===== src/hw/icn_defs.vh =====
// constants and register map of the input change notifier
// Overview of operation
// each line has its own rising-edge enable and its own falling-edge enable
// an enabled transition on any line raises the change interrupt
// one shared notification; no record of which line or direction
// software reads the input port after a notification to get line states
// a line with both edge enables clear never causes a notification
// twenty-four input lines are monitored
// filtered lines drop pulses shorter than the filter interval before detection; the code is sure to drop only pulses up to half the interval
// one shared interval of 1 to 100 ms; filtering enabled per line
// inputs sampled every 100 ns; filter clock period is half the interval
// new level accepted only when steady over two consecutive filter clock edges
// interrupt stays asserted until software clears it; no extra notifications meanwhile
`ifndef ICN_DEFS_VH
`define ICN_DEFS_VH
`define ICN_LINES        24
`define ICN_ADDR_INPUT   8'h00
`define ICN_ADDR_RISE    8'h04
`define ICN_ADDR_FALL    8'h08
`define ICN_ADDR_FILT    8'h0C
`define ICN_ADDR_IVAL    8'h10
`define ICN_ADDR_STAT    8'h14
`define ICN_STAT_PEND    0
`define ICN_IVAL_W       7
`define ICN_IVAL_MIN     7'h01
`define ICN_IVAL_MAX     7'h64
`define ICN_IVAL_RST     7'h01
`define ICN_SAMPLE_NS    100
`define ICN_HALF_MS_NS   500000
`define ICN_HALF_MS_CYC  (`ICN_HALF_MS_NS / `ICN_SAMPLE_NS)
`define ICN_HTRANS_NSEQ  2'h2
`endif


===== src/hw/icn_filt.v =====
// shared-interval glitch filter for all input lines
`timescale 1ns/1ps
`default_nettype none
module icn_filt #(
    parameter W = 24
) (
    input  wire         clk_i,
    input  wire         rst_n_i,
    input  wire         ce_i,
    input  wire         tick_i,
    input  wire [W-1:0] en_i,
    input  wire [W-1:0] smp_i,
    output wire [W-1:0] lvl_o
);
    reg [W-1:0] held_r;
    reg [W-1:0] steady_r;
    reg [W-1:0] lvl_r;

    assign lvl_o = lvl_r;

    genvar g;
    generate
        for (g = 0; g < W; g = g + 1) begin : g_line
            always @(posedge clk_i or negedge rst_n_i) begin
                if (!rst_n_i) begin
                    held_r[g]   <= 1'b0;
                    steady_r[g] <= 1'b0;
                    lvl_r[g]    <= 1'b0;
                end else if (ce_i) begin
                    if (!en_i[g]) begin
                        // unfiltered lines follow the sample directly
                        lvl_r[g]    <= smp_i[g];
                        held_r[g]   <= smp_i[g];
                        steady_r[g] <= 1'b0;
                    end else if (tick_i) begin
                        if (steady_r[g] && smp_i[g] == held_r[g]) begin
                            lvl_r[g] <= held_r[g];
                        end
                        held_r[g]   <= smp_i[g];
                        steady_r[g] <= 1'b1;
                    end else if (smp_i[g] != held_r[g]) begin
                        // any change between filter edges voids this window
                        steady_r[g] <= 1'b0;
                    end
                end
            end
        end
    endgenerate
endmodule
`default_nettype wire


===== src/hw/icn_top.v =====
// input change notifier: sync, filter, edge detect and AHB-Lite registers
`timescale 1ns/1ps
`default_nettype none
`include "icn_defs.vh"
module icn_top #(
    parameter LINES       = `ICN_LINES,
    parameter HALF_MS_CYC = `ICN_HALF_MS_CYC,
    parameter CNT_W       = 20
) (
    input  wire             CLK_SYS_I,
    input  wire             RST_N_I,
    input  wire             CE_I,
    input  wire [LINES-1:0] DIN_I,
    input  wire             HSEL_I,
    input  wire [31:0]      HADDR_I,
    input  wire [1:0]       HTRANS_I,
    input  wire             HWRITE_I,
    input  wire [2:0]       HSIZE_I,
    input  wire [31:0]      HWDATA_I,
    input  wire             HREADY_I,
    output wire [31:0]      HRDATA_O,
    output wire             HREADYOUT_O,
    output wire             HRESP_O,
    output wire             CHG_IRQ_O
);
    reg  [LINES-1:0]        sync1_r;
    reg  [LINES-1:0]        sync2_r;
    reg  [LINES-1:0]        prev_r;
    reg  [LINES-1:0]        rise_en_r;
    reg  [LINES-1:0]        fall_en_r;
    reg  [LINES-1:0]        filt_en_r;
    reg  [`ICN_IVAL_W-1:0]  ival_r;
    reg  [`ICN_IVAL_W-1:0]  half_cnt_r;
    reg  [CNT_W-1:0]        pre_cnt_r;
    reg                     tick_r;
    reg                     pend_r;
    reg                     wr_pend_r;
    reg                     rd_pend_r;
    reg  [7:0]              addr_r;
    reg  [31:0]             hrdata_r;
    reg                     hready_r;
    reg                     hresp_r;
    wire [LINES-1:0]        lvl;
    wire [LINES-1:0]        rise_hit;
    wire [LINES-1:0]        fall_hit;
    wire                    any_hit;
    wire                    acc;
    wire                    pre_wrap;
    wire                    clr_pend;
    wire [`ICN_IVAL_W-1:0]  wr_ival;

    localparam [31:0]      PRE_LAST_W = HALF_MS_CYC - 1;
    localparam [CNT_W-1:0] PRE_LAST   = PRE_LAST_W[CNT_W-1:0];

    assign HRDATA_O    = hrdata_r;
    assign HREADYOUT_O = hready_r;
    assign HRESP_O     = hresp_r;
    assign CHG_IRQ_O   = pend_r;

    // pins come from an isolated domain: two flops before use
    always @(posedge CLK_SYS_I or negedge RST_N_I) begin
        if (!RST_N_I) begin
            sync1_r <= {LINES{1'b0}};
            sync2_r <= {LINES{1'b0}};
        end else if (CE_I) begin
            sync1_r <= DIN_I;
            sync2_r <= sync1_r;
        end
    end

    // filter clock: half-millisecond prescaler, then interval count of halves
    // a shared prescaler keeps the interval counter seven bits wide up to 100 ms
    assign pre_wrap = (pre_cnt_r == PRE_LAST);

    always @(posedge CLK_SYS_I or negedge RST_N_I) begin
        if (!RST_N_I) begin
            pre_cnt_r  <= {CNT_W{1'b0}};
            half_cnt_r <= {`ICN_IVAL_W{1'b0}};
            tick_r     <= 1'b0;
        end else if (CE_I) begin
            tick_r <= 1'b0;
            if (pre_wrap) begin
                pre_cnt_r <= {CNT_W{1'b0}};
                // an interval shortened below the count wraps at once
                if (half_cnt_r + 7'h01 >= ival_r) begin
                    half_cnt_r <= {`ICN_IVAL_W{1'b0}};
                    tick_r     <= 1'b1;
                end else begin
                    half_cnt_r <= half_cnt_r + 7'h01;
                end
            end else begin
                pre_cnt_r <= pre_cnt_r + {{(CNT_W-1){1'b0}}, 1'b1};
            end
        end
    end

    icn_filt #(
        .W (LINES)
    ) u_filt (
        .clk_i   (CLK_SYS_I),
        .rst_n_i (RST_N_I),
        .ce_i    (CE_I),
        .tick_i  (tick_r),
        .en_i    (filt_en_r),
        .smp_i   (sync2_r),
        .lvl_o   (lvl)
    );

    // edge detection on the filtered levels
    assign rise_hit = lvl & ~prev_r & rise_en_r;
    assign fall_hit = ~lvl & prev_r & fall_en_r;
    assign any_hit  = |(rise_hit | fall_hit);

    // switching a line's filter off lets its level jump, which may count as an edge
    always @(posedge CLK_SYS_I or negedge RST_N_I) begin
        if (!RST_N_I) begin
            prev_r <= {LINES{1'b0}};
        end else if (CE_I) begin
            prev_r <= lvl;
        end
    end

    // bus slave: writes with no wait, reads with one wait state so that a
    // read right after a write always sees the new value
    // size is not decoded: every transfer is treated as a whole word
    assign acc      = HSEL_I && HREADY_I && HTRANS_I == `ICN_HTRANS_NSEQ;
    assign clr_pend = wr_pend_r && addr_r == `ICN_ADDR_STAT && HWDATA_I[`ICN_STAT_PEND];
    assign wr_ival  = HWDATA_I[`ICN_IVAL_W-1:0];

    // unmapped words read as zero and ignore writes
    function [31:0] rd_mux;
        input [7:0] a;
        begin
            case (a)
                `ICN_ADDR_INPUT: rd_mux = {{(32-LINES){1'b0}}, lvl};
                `ICN_ADDR_RISE:  rd_mux = {{(32-LINES){1'b0}}, rise_en_r};
                `ICN_ADDR_FALL:  rd_mux = {{(32-LINES){1'b0}}, fall_en_r};
                `ICN_ADDR_FILT:  rd_mux = {{(32-LINES){1'b0}}, filt_en_r};
                `ICN_ADDR_IVAL:  rd_mux = {25'h0000000, ival_r};
                `ICN_ADDR_STAT:  rd_mux = {31'h00000000, pend_r};
                default:         rd_mux = 32'h00000000;
            endcase
        end
    endfunction

    always @(posedge CLK_SYS_I or negedge RST_N_I) begin
        if (!RST_N_I) begin
            wr_pend_r <= 1'b0;
            rd_pend_r <= 1'b0;
            addr_r    <= 8'h00;
            hrdata_r  <= 32'h00000000;
            hready_r  <= 1'b1;
        end else if (CE_I) begin
            if (rd_pend_r) begin
                hrdata_r  <= rd_mux(addr_r);
                hready_r  <= 1'b1;
                rd_pend_r <= 1'b0;
            end else if (acc) begin
                addr_r    <= {HADDR_I[7:2], 2'b00};
                wr_pend_r <= HWRITE_I;
                rd_pend_r <= ~HWRITE_I;
                hready_r  <= HWRITE_I;
            end else begin
                wr_pend_r <= 1'b0;
            end
            if (rd_pend_r) begin
                wr_pend_r <= 1'b0;
            end
        end
    end

    // register writes land in the data phase
    always @(posedge CLK_SYS_I or negedge RST_N_I) begin
        if (!RST_N_I) begin
            rise_en_r <= {LINES{1'b0}};
            fall_en_r <= {LINES{1'b0}};
            filt_en_r <= {LINES{1'b0}};
            ival_r    <= `ICN_IVAL_RST;
        end else if (CE_I && wr_pend_r) begin
            case (addr_r)
                `ICN_ADDR_RISE: rise_en_r <= HWDATA_I[LINES-1:0];
                `ICN_ADDR_FALL: fall_en_r <= HWDATA_I[LINES-1:0];
                `ICN_ADDR_FILT: filt_en_r <= HWDATA_I[LINES-1:0];
                `ICN_ADDR_IVAL: begin
                    // out-of-range intervals are clamped, not refused
                    if (wr_ival < `ICN_IVAL_MIN) begin
                        ival_r <= `ICN_IVAL_MIN;
                    end else if (wr_ival > `ICN_IVAL_MAX) begin
                        ival_r <= `ICN_IVAL_MAX;
                    end else begin
                        ival_r <= wr_ival;
                    end
                end
                default: begin
                end
            endcase
        end
    end

    // one sticky notification; a new change in the clear cycle wins
    always @(posedge CLK_SYS_I or negedge RST_N_I) begin
        if (!RST_N_I) begin
            pend_r <= 1'b0;
        end else if (CE_I) begin
            if (any_hit) begin
                pend_r <= 1'b1;
            end else if (clr_pend) begin
                pend_r <= 1'b0;
            end
        end
    end

    // every transfer ends OKAY; the flop keeps the port registered like the others
    always @(posedge CLK_SYS_I or negedge RST_N_I) begin
        if (!RST_N_I) begin
            hresp_r <= 1'b0;
        end else if (CE_I) begin
            hresp_r <= 1'b0;
        end
    end
endmodule
`default_nettype wire


===== config.mk =====
export PLATFORM = sky130hd
export DESIGN_NAME = icn_top
export DESIGN_NICKNAME = d
export VERILOG_FILES = /design/src/hw/icn_filt.v /design/src/hw/icn_top.v
export VERILOG_INCLUDE_DIRS = /design/src /design/src/hw
export SDC_FILE = /design/constraint.sdc
export NUM_CORES = 1
export LEC_CHECK = 0
export BUFFER_PORTS_ARGS = -buffer_cell sky130_fd_sc_hd__buf_2
export CAP_MARGIN = 10
export CORE_MARGIN = 1.5
export CORE_UTILIZATION = 55
export CTS_CLUSTER_SIZE = 14
export DETAILED_ROUTE_END_ITERATION = 10
export HOLD_SLACK_MARGIN = 0.06
export MAX_ROUTING_LAYER = met4
export PLACE_DENSITY = 0.74
export SKIP_LAST_GASP = 1
export SLEW_MARGIN = 5
export SYNTH_ARGS = -nofsm -noshare
export SYNTH_HDL_FRONTEND = slang
export SYNTH_SLANG_ARGS = --single-unit
export TNS_END_PERCENT = 1

===== constraint.sdc =====
create_clock -name CLK_SYS_I -period 2.3 [get_ports CLK_SYS_I]
set_input_delay 0.115 -clock CLK_SYS_I [delete_from_list [all_inputs] [get_ports CLK_SYS_I]]
set_output_delay 0.115 -clock CLK_SYS_I [all_outputs]
set_load 0.03 [all_outputs]

Yosys cells after proc, flatten, opt, wreduce, memory -nomap -nowiden
Index checks and enable logic that the tools add are counted.

Bits in registers: 293. Input port bits: 99. Output and inout port bits: 35. Logic and storage cells: 550.

Add/sub/neg operators: 2. $lt $le $gt $ge: 3. Eq/ne operators: 127. Muxes and demuxes: 207. Bitwise operators: 9. Reductions and logical operators: 114.

Operators with widths (count): $mux W1 (202); $pmux W24 S6 (1); $reduce_and A2 Y1 (56); $and A24 B24 Y24 (4); $ne A2 B1 Y1 const B (48); $reduce_and A3 Y1 (25); $ne A3 B1 Y1 const B (24); $not A24 Y24 (2); $logic_and A1 B1 Y1 (29); $eq A1 B1 Y1 (24); $ne A1 B1 Y1 (24); $or A24 B24 Y24 (1); $reduce_or A24 Y1 (1); $mux W7 (3); $add A20 B1 Y20 const B (1); $eq A20 B13 Y1 const B (1); $mux W20 (1); $eq A6 B2 Y1 const B (2); $eq A6 B3 Y1 const B (2); $logic_not A8 Y1 (1); $add A7 B1 Y7 const B (1); $ge A7 B7 Y1 (1); $gt A7 B7 Y1 const B (1); $lt A7 B1 Y1 const B (1); 4 further kinds (6).

Longest topological paths before layout
Depth in word-level cells: 7. Mapped depth: 10. Gate-level depth less buffers: 10.

Hierarchy
Synthesis repeated with hierarchy kept, for this count alone.

Cells, all modules: 1119. Area, all modules: 13550.5 um2.

By module, submodules not included: icn_top (times used 1, cells an instance 737, area each 9614.2 um2, sequential area each 5332.6 um2); icn_filt (times used 1, cells an instance 382, area each 3936.3 um2, sequential area each 1801.7 um2).

Worst setup path after synthesis
OpenSTA, ideal clock, no wires.

Kind: register to register. Start: reg half_cnt_r[0]. End: reg half_cnt_r[2]. Setup time: 76 ps. Arrival: 2031 ps. Data required time: 2224 ps. Path slack: 193 ps. Stages on the path, launching flop included: 10. Path buffers: 0. Clock period less this slack: 2107 ps. Cell sequence: dfrtp_1 -> ha_1 -> nand3_1 -> xnor2_1 -> ha_1 -> and4_1 -> a21oi_1 -> nor2b_1 -> o21ai_0 -> o21ai_1.

Word-level cells in the longest chain between the ends: 3.

RTL lines: start, declared (RTL line icn_top.v:33) `` reg [`ICN_IVAL_W-1:0] half_cnt_r; ``; start signal, assigned (RTL line icn_top.v:78) `` half_cnt_r <= {`ICN_IVAL_W{1'b0}}; ``; start signal, assigned (RTL line icn_top.v:86) `` half_cnt_r <= {`ICN_IVAL_W{1'b0}}; ``; start signal, assigned (RTL line icn_top.v:89) `half_cnt_r <= half_cnt_r + 7'h01;`; $add A7 B1 Y7 (*) (RTL line icn_top.v:85, icn_top.v:89); $ge A7 B7 Y1 (RTL line icn_top.v:85) `if (half_cnt_r + 7'h01 >= ival_r) begin`; $mux W7 (*) (RTL line icn_top.v:85).

Every way passes the cells marked *; elsewhere a longest branch is shown, timed or not. A chain may end at the register's enable or synchronous reset.

Worst setup path in the final report
Start: reg addr_r[3]. End: reg ival_r[1].

Word-level cells in the longest chain between the ends: 2.

RTL lines: start, declared (RTL line icn_top.v:39) `reg [7:0] addr_r;`; start signal, assigned (RTL line icn_top.v:159) `addr_r <= {HADDR_I[7:2], 2'b00};`; $eq A6 B3 Y1 (RTL line icn_top.v:180) `case (addr_r)`; $reduce_and A2 Y1 (no line); end signal, assigned (RTL line icn_top.v:178) `` ival_r <= `ICN_IVAL_RST; ``; end signal, assigned (RTL line icn_top.v:187) `` ival_r <= `ICN_IVAL_MIN; ``; end signal, assigned (RTL line icn_top.v:189) `` ival_r <= `ICN_IVAL_MAX; ``; end, declared (RTL line icn_top.v:32) `` reg [`ICN_IVAL_W-1:0] ival_r; ``.

No other way between the ends.

==> impl_metrics.toml <==
[outcome]
status = "finished, final reports clean"

[layout]
fill_cells = 1785
final_cell_mix = "280 x dfrtp_1, 191 x mux2_2, 123 x o21ai_0"
num-nets-final = 1466
area_delta_synth_final_pct = 19.03
final_common_cell = "dfrtp_1"
diodes = 0
final_cell_area_um2 = 15970
drive_gt1_share_pct = 27.17

[run]
maxCapViolCount = 0

[sta]
skew_ns = 0.006849
slew_viol_final = 0
fin_crit_ns = 2.137
tns_ns = 0
rsz0062_at_grt = "no"
fmax_mhz = 467.8
hold_viol = 0
fin_crit_sh_pct = 92.93
setup_violations = 0
timing.slew.headroom_pct = 54.68
tightest_slew_ns = 0.6798

[critical_path]
path_max_fanout = 14
crit_path_start_kind = "flop"
path_depth = 5
required_ns = 2.75
cp_slowest_cell = "nor4_2"
crit_start = "addr_r[3]"
rr_worst_depth = 5
crit_family = "simple AND/OR/NAND/NOR gates"
path_class = "flop to flop"
reg2reg_to = "ival_r[1]"
crit_arrival_ns = 2.59
ff2ff_setup_slack_ns = 0.16
endpoint = "ival_r[1]"
path_buf_inv = 0
critical-path-max-stage-delay_ns = 0.51
reg2reg_from = "addr_r[3]"
crit_chain = "nor4_2 -> and3b_1 -> and3_1 -> o211ai_1 -> o21ai_0"
cp-end-kind = "flop"

[synth]
ys_warn_count = 0
synth_edf_count = 0
syn_area_per_cell_um2 = 11.21
syn-cell-area_um2 = 13420
ys.flop_type = "dfrtp_1"
synth_area_leaders = "dfrtp_1 53%, mux2_2 16%, o21ai_0 4.6%"
yosys.area.top_type = "dfrtp_1"
postSynth.asyncResetShare_pct = 100.0
ys_types = 48
ys_seq_area_share_pct = 53.18
synthCells = 1197
synth.ff_latch_count = 285
yosysTopAreaCellShare_pct = 52.79

[placement]
port_buffers = 87
dpl_cell_area_um2 = 14350
hpwlAfterDp_mm = 20.27
gp_congestion = 0.8323

[power_and_ir_drop]
p_per_area_nw_per_um2 = 793.5
leakage_uw = 0.007361
peakVddDrop_v = 0.0006717

[grt]
gr-total-overflow = 0
grt_usage_pct = 25.56
grt_pass1_vias = 9894
grt_max_degree = 66
grt_pass1_wl_mm = 50.94
antenna_found_initial = 0

[drt]
drt-vias-per-instance = 5.820
drtAntennaViolNets = 0
routedWlPerCell_um = 18.25
dr.first_iter.drc_count = 740
vias = 9889
wl_mm = 31.01
firstDrtPassIters = 5
drc = 0

[floorplan]
num_rows = 56
fp.dieArea_um2 = 25340
die_w_um = 159.2
initial_utilization_pct = 56.65
core_area_um2 = 23680
io_pins = 134
die_h_um = 159.2

[clock_tree]
cts_root_buf = "clkbuf_16"
cts_sinks = 285
h-tree-depth = 1
numCtsBuffers = 30
insertion_delay_ns = 0.55
cts_setup_buffers = 0
cts_tree = "built"
clk_pin_slew_ns = 0.06
clk_path_buf_depth = 3

[worst_hold_path]
min_path_type = "input pin to async pin"
==> what timing repair did <==
action	in CTS	in global routing
endpoints found under the hold margin	397	0
hold buffers	61	0
resized for setup	0	6
endpoints found under the setup margin	0	7
==> cell usage after synthesis (2+ instances only) <==
| cell type | n |
|---|---|
| and3b_1 | 2 |
| o22ai_1 | 28 |
| buf_2 | 16 |
| nor4_1 | 4 |
| nand4_1 | 10 |
| ha_1 | 9 |
| inv_1 | 75 |
| nand2_1 | 99 |
| a21boi_0 | 8 |
| nor3_1 | 7 |
| nand3_1 | 19 |
| nor2_1 | 41 |
| xor2_1 | 30 |
| a41o_1 | 24 |
| a21oi_1 | 56 |
| mux2i_1 | 9 |
| buf_4 | 13 |
| o21ai_0 | 123 |
| dfstp_2 | 2 |
| a222oi_1 | 18 |
| o2bb2ai_1 | 2 |
| xnor2_1 | 16 |
| clkbuf_1 | 33 |
| and2_1 | 2 |
| nor3_2 | 3 |
| a221oi_1 | 6 |
| and3_1 | 4 |
| dfrtp_1 | 283 |
| nand3b_1 | 30 |
| mux2_2 | 191 |
| o21ai_1 | 2 |
| o31ai_1 | 2 |
| nor2b_1 | 3 |
| nand2b_1 | 12 |
| and4_1 | 2 |
==> through the flow <==
stage	hold slack (ns)	util, %	worst slack, ns	std cells	power (uW)
global route	0.1568	67.42	0.002230	1699	13210
floorplan	-0.1806	-	0.1926	1205	7225
CTS	0.1028	67.30	0.03890	1699	12760
global placement	0.1125	60.59	0.1433	1584	7812
detailed placement	0.1071	60.59	0.08833	1584	7893
finish	0.1249	67.42	0.1625	1699	12670
==> area by class of cell <==
cell class	count	area (um2)	share of cell area, %
multi-input combinational	781	5756	36.04
sequential	285	7138	44.70
timing repair buffer	185	1415	8.862
inverter	75	281.5	1.763
clock inverter	5	75.07	0.4701
tap	319	399.1	2.500
clock buffer	49	903.4	5.657
==> sequential cells by signal, indices dropped and copies added (netlist names) <==
signal	count
ival_r	7
u_filt.steady_r	24
HREADYOUT_O	1
sync1_r	24
HRDATA_O	24
prev_r	24
u_filt.lvl_o	24
half_cnt_r	7
pre_cnt_r	20
filt_en_r	24
tick_r	1
rise_en_r	24
wr_pend_r	1
CHG_IRQ_O	1
fall_en_r	24
u_filt.held_r	24
addr_r	6
rd_pend_r	1
sync2_r	24
==> worst min-delay path by stage <==
stage / start / to / slack (ns) / cells after the start
after global placement: RST_N_I / sync1_r[8] / 0.11 / 1
final: RST_N_I / sync2_r[10] / 0.12 / 2
after CTS: HSEL_I / wr_pend_r / 0.10 / 5
after detailed placement: RST_N_I / sync2_r[10] / 0.11 / 1
after floorplan: RST_N_I / CHG_IRQ_O / -0.18 / 0
after global routing: RST_N_I / sync1_r[11] / 0.16 / 2
==> worst register-to-register path, stage by stage (launching register included) <==
cell,delay (ns)
dfrtp_1,0.42
nor4_2,0.51
and3b_1,0.39
and3_1,0.46
o211ai_1,0.16
o21ai_0,0.11
==> cell families after synthesis <==
kind of cell	count (synthesis)	share of synthesized area, %
flip-flops	285	53.18
AO/OA/AOI/OAI	270	12.33
AND/OR/NAND/NOR	246	9.373
multiplexers	201	16.79
buffers and inverters	139	4.458
XOR/XNOR	46	3.003
adder cells (fa/ha/maj)	9	0.8394
other	1	0.02795
==> power breakdown <==
| part | internal [uW] | switching, uW |
|---|---|---|
| registers | 5560 | 531 |
| logic | 888 | 925 |
| clock network | 2880 | 1890 |
==> metal layers <==
| metal | GRT usage (%) | vias up | part of all wire (%) |
|---|---|---|---|
| li1 | - | 4603 | - |
| met1 | 34.20 | 4950 | 44 |
| met2 | 41.17 | 273 | 48 |
| met3 | 3.438 | 63 | 5.6 |
| met4 | 6.990 | 0 | 2.4 |
| met5 | - | - | 0 |
(Power assumes the default switching activity.)
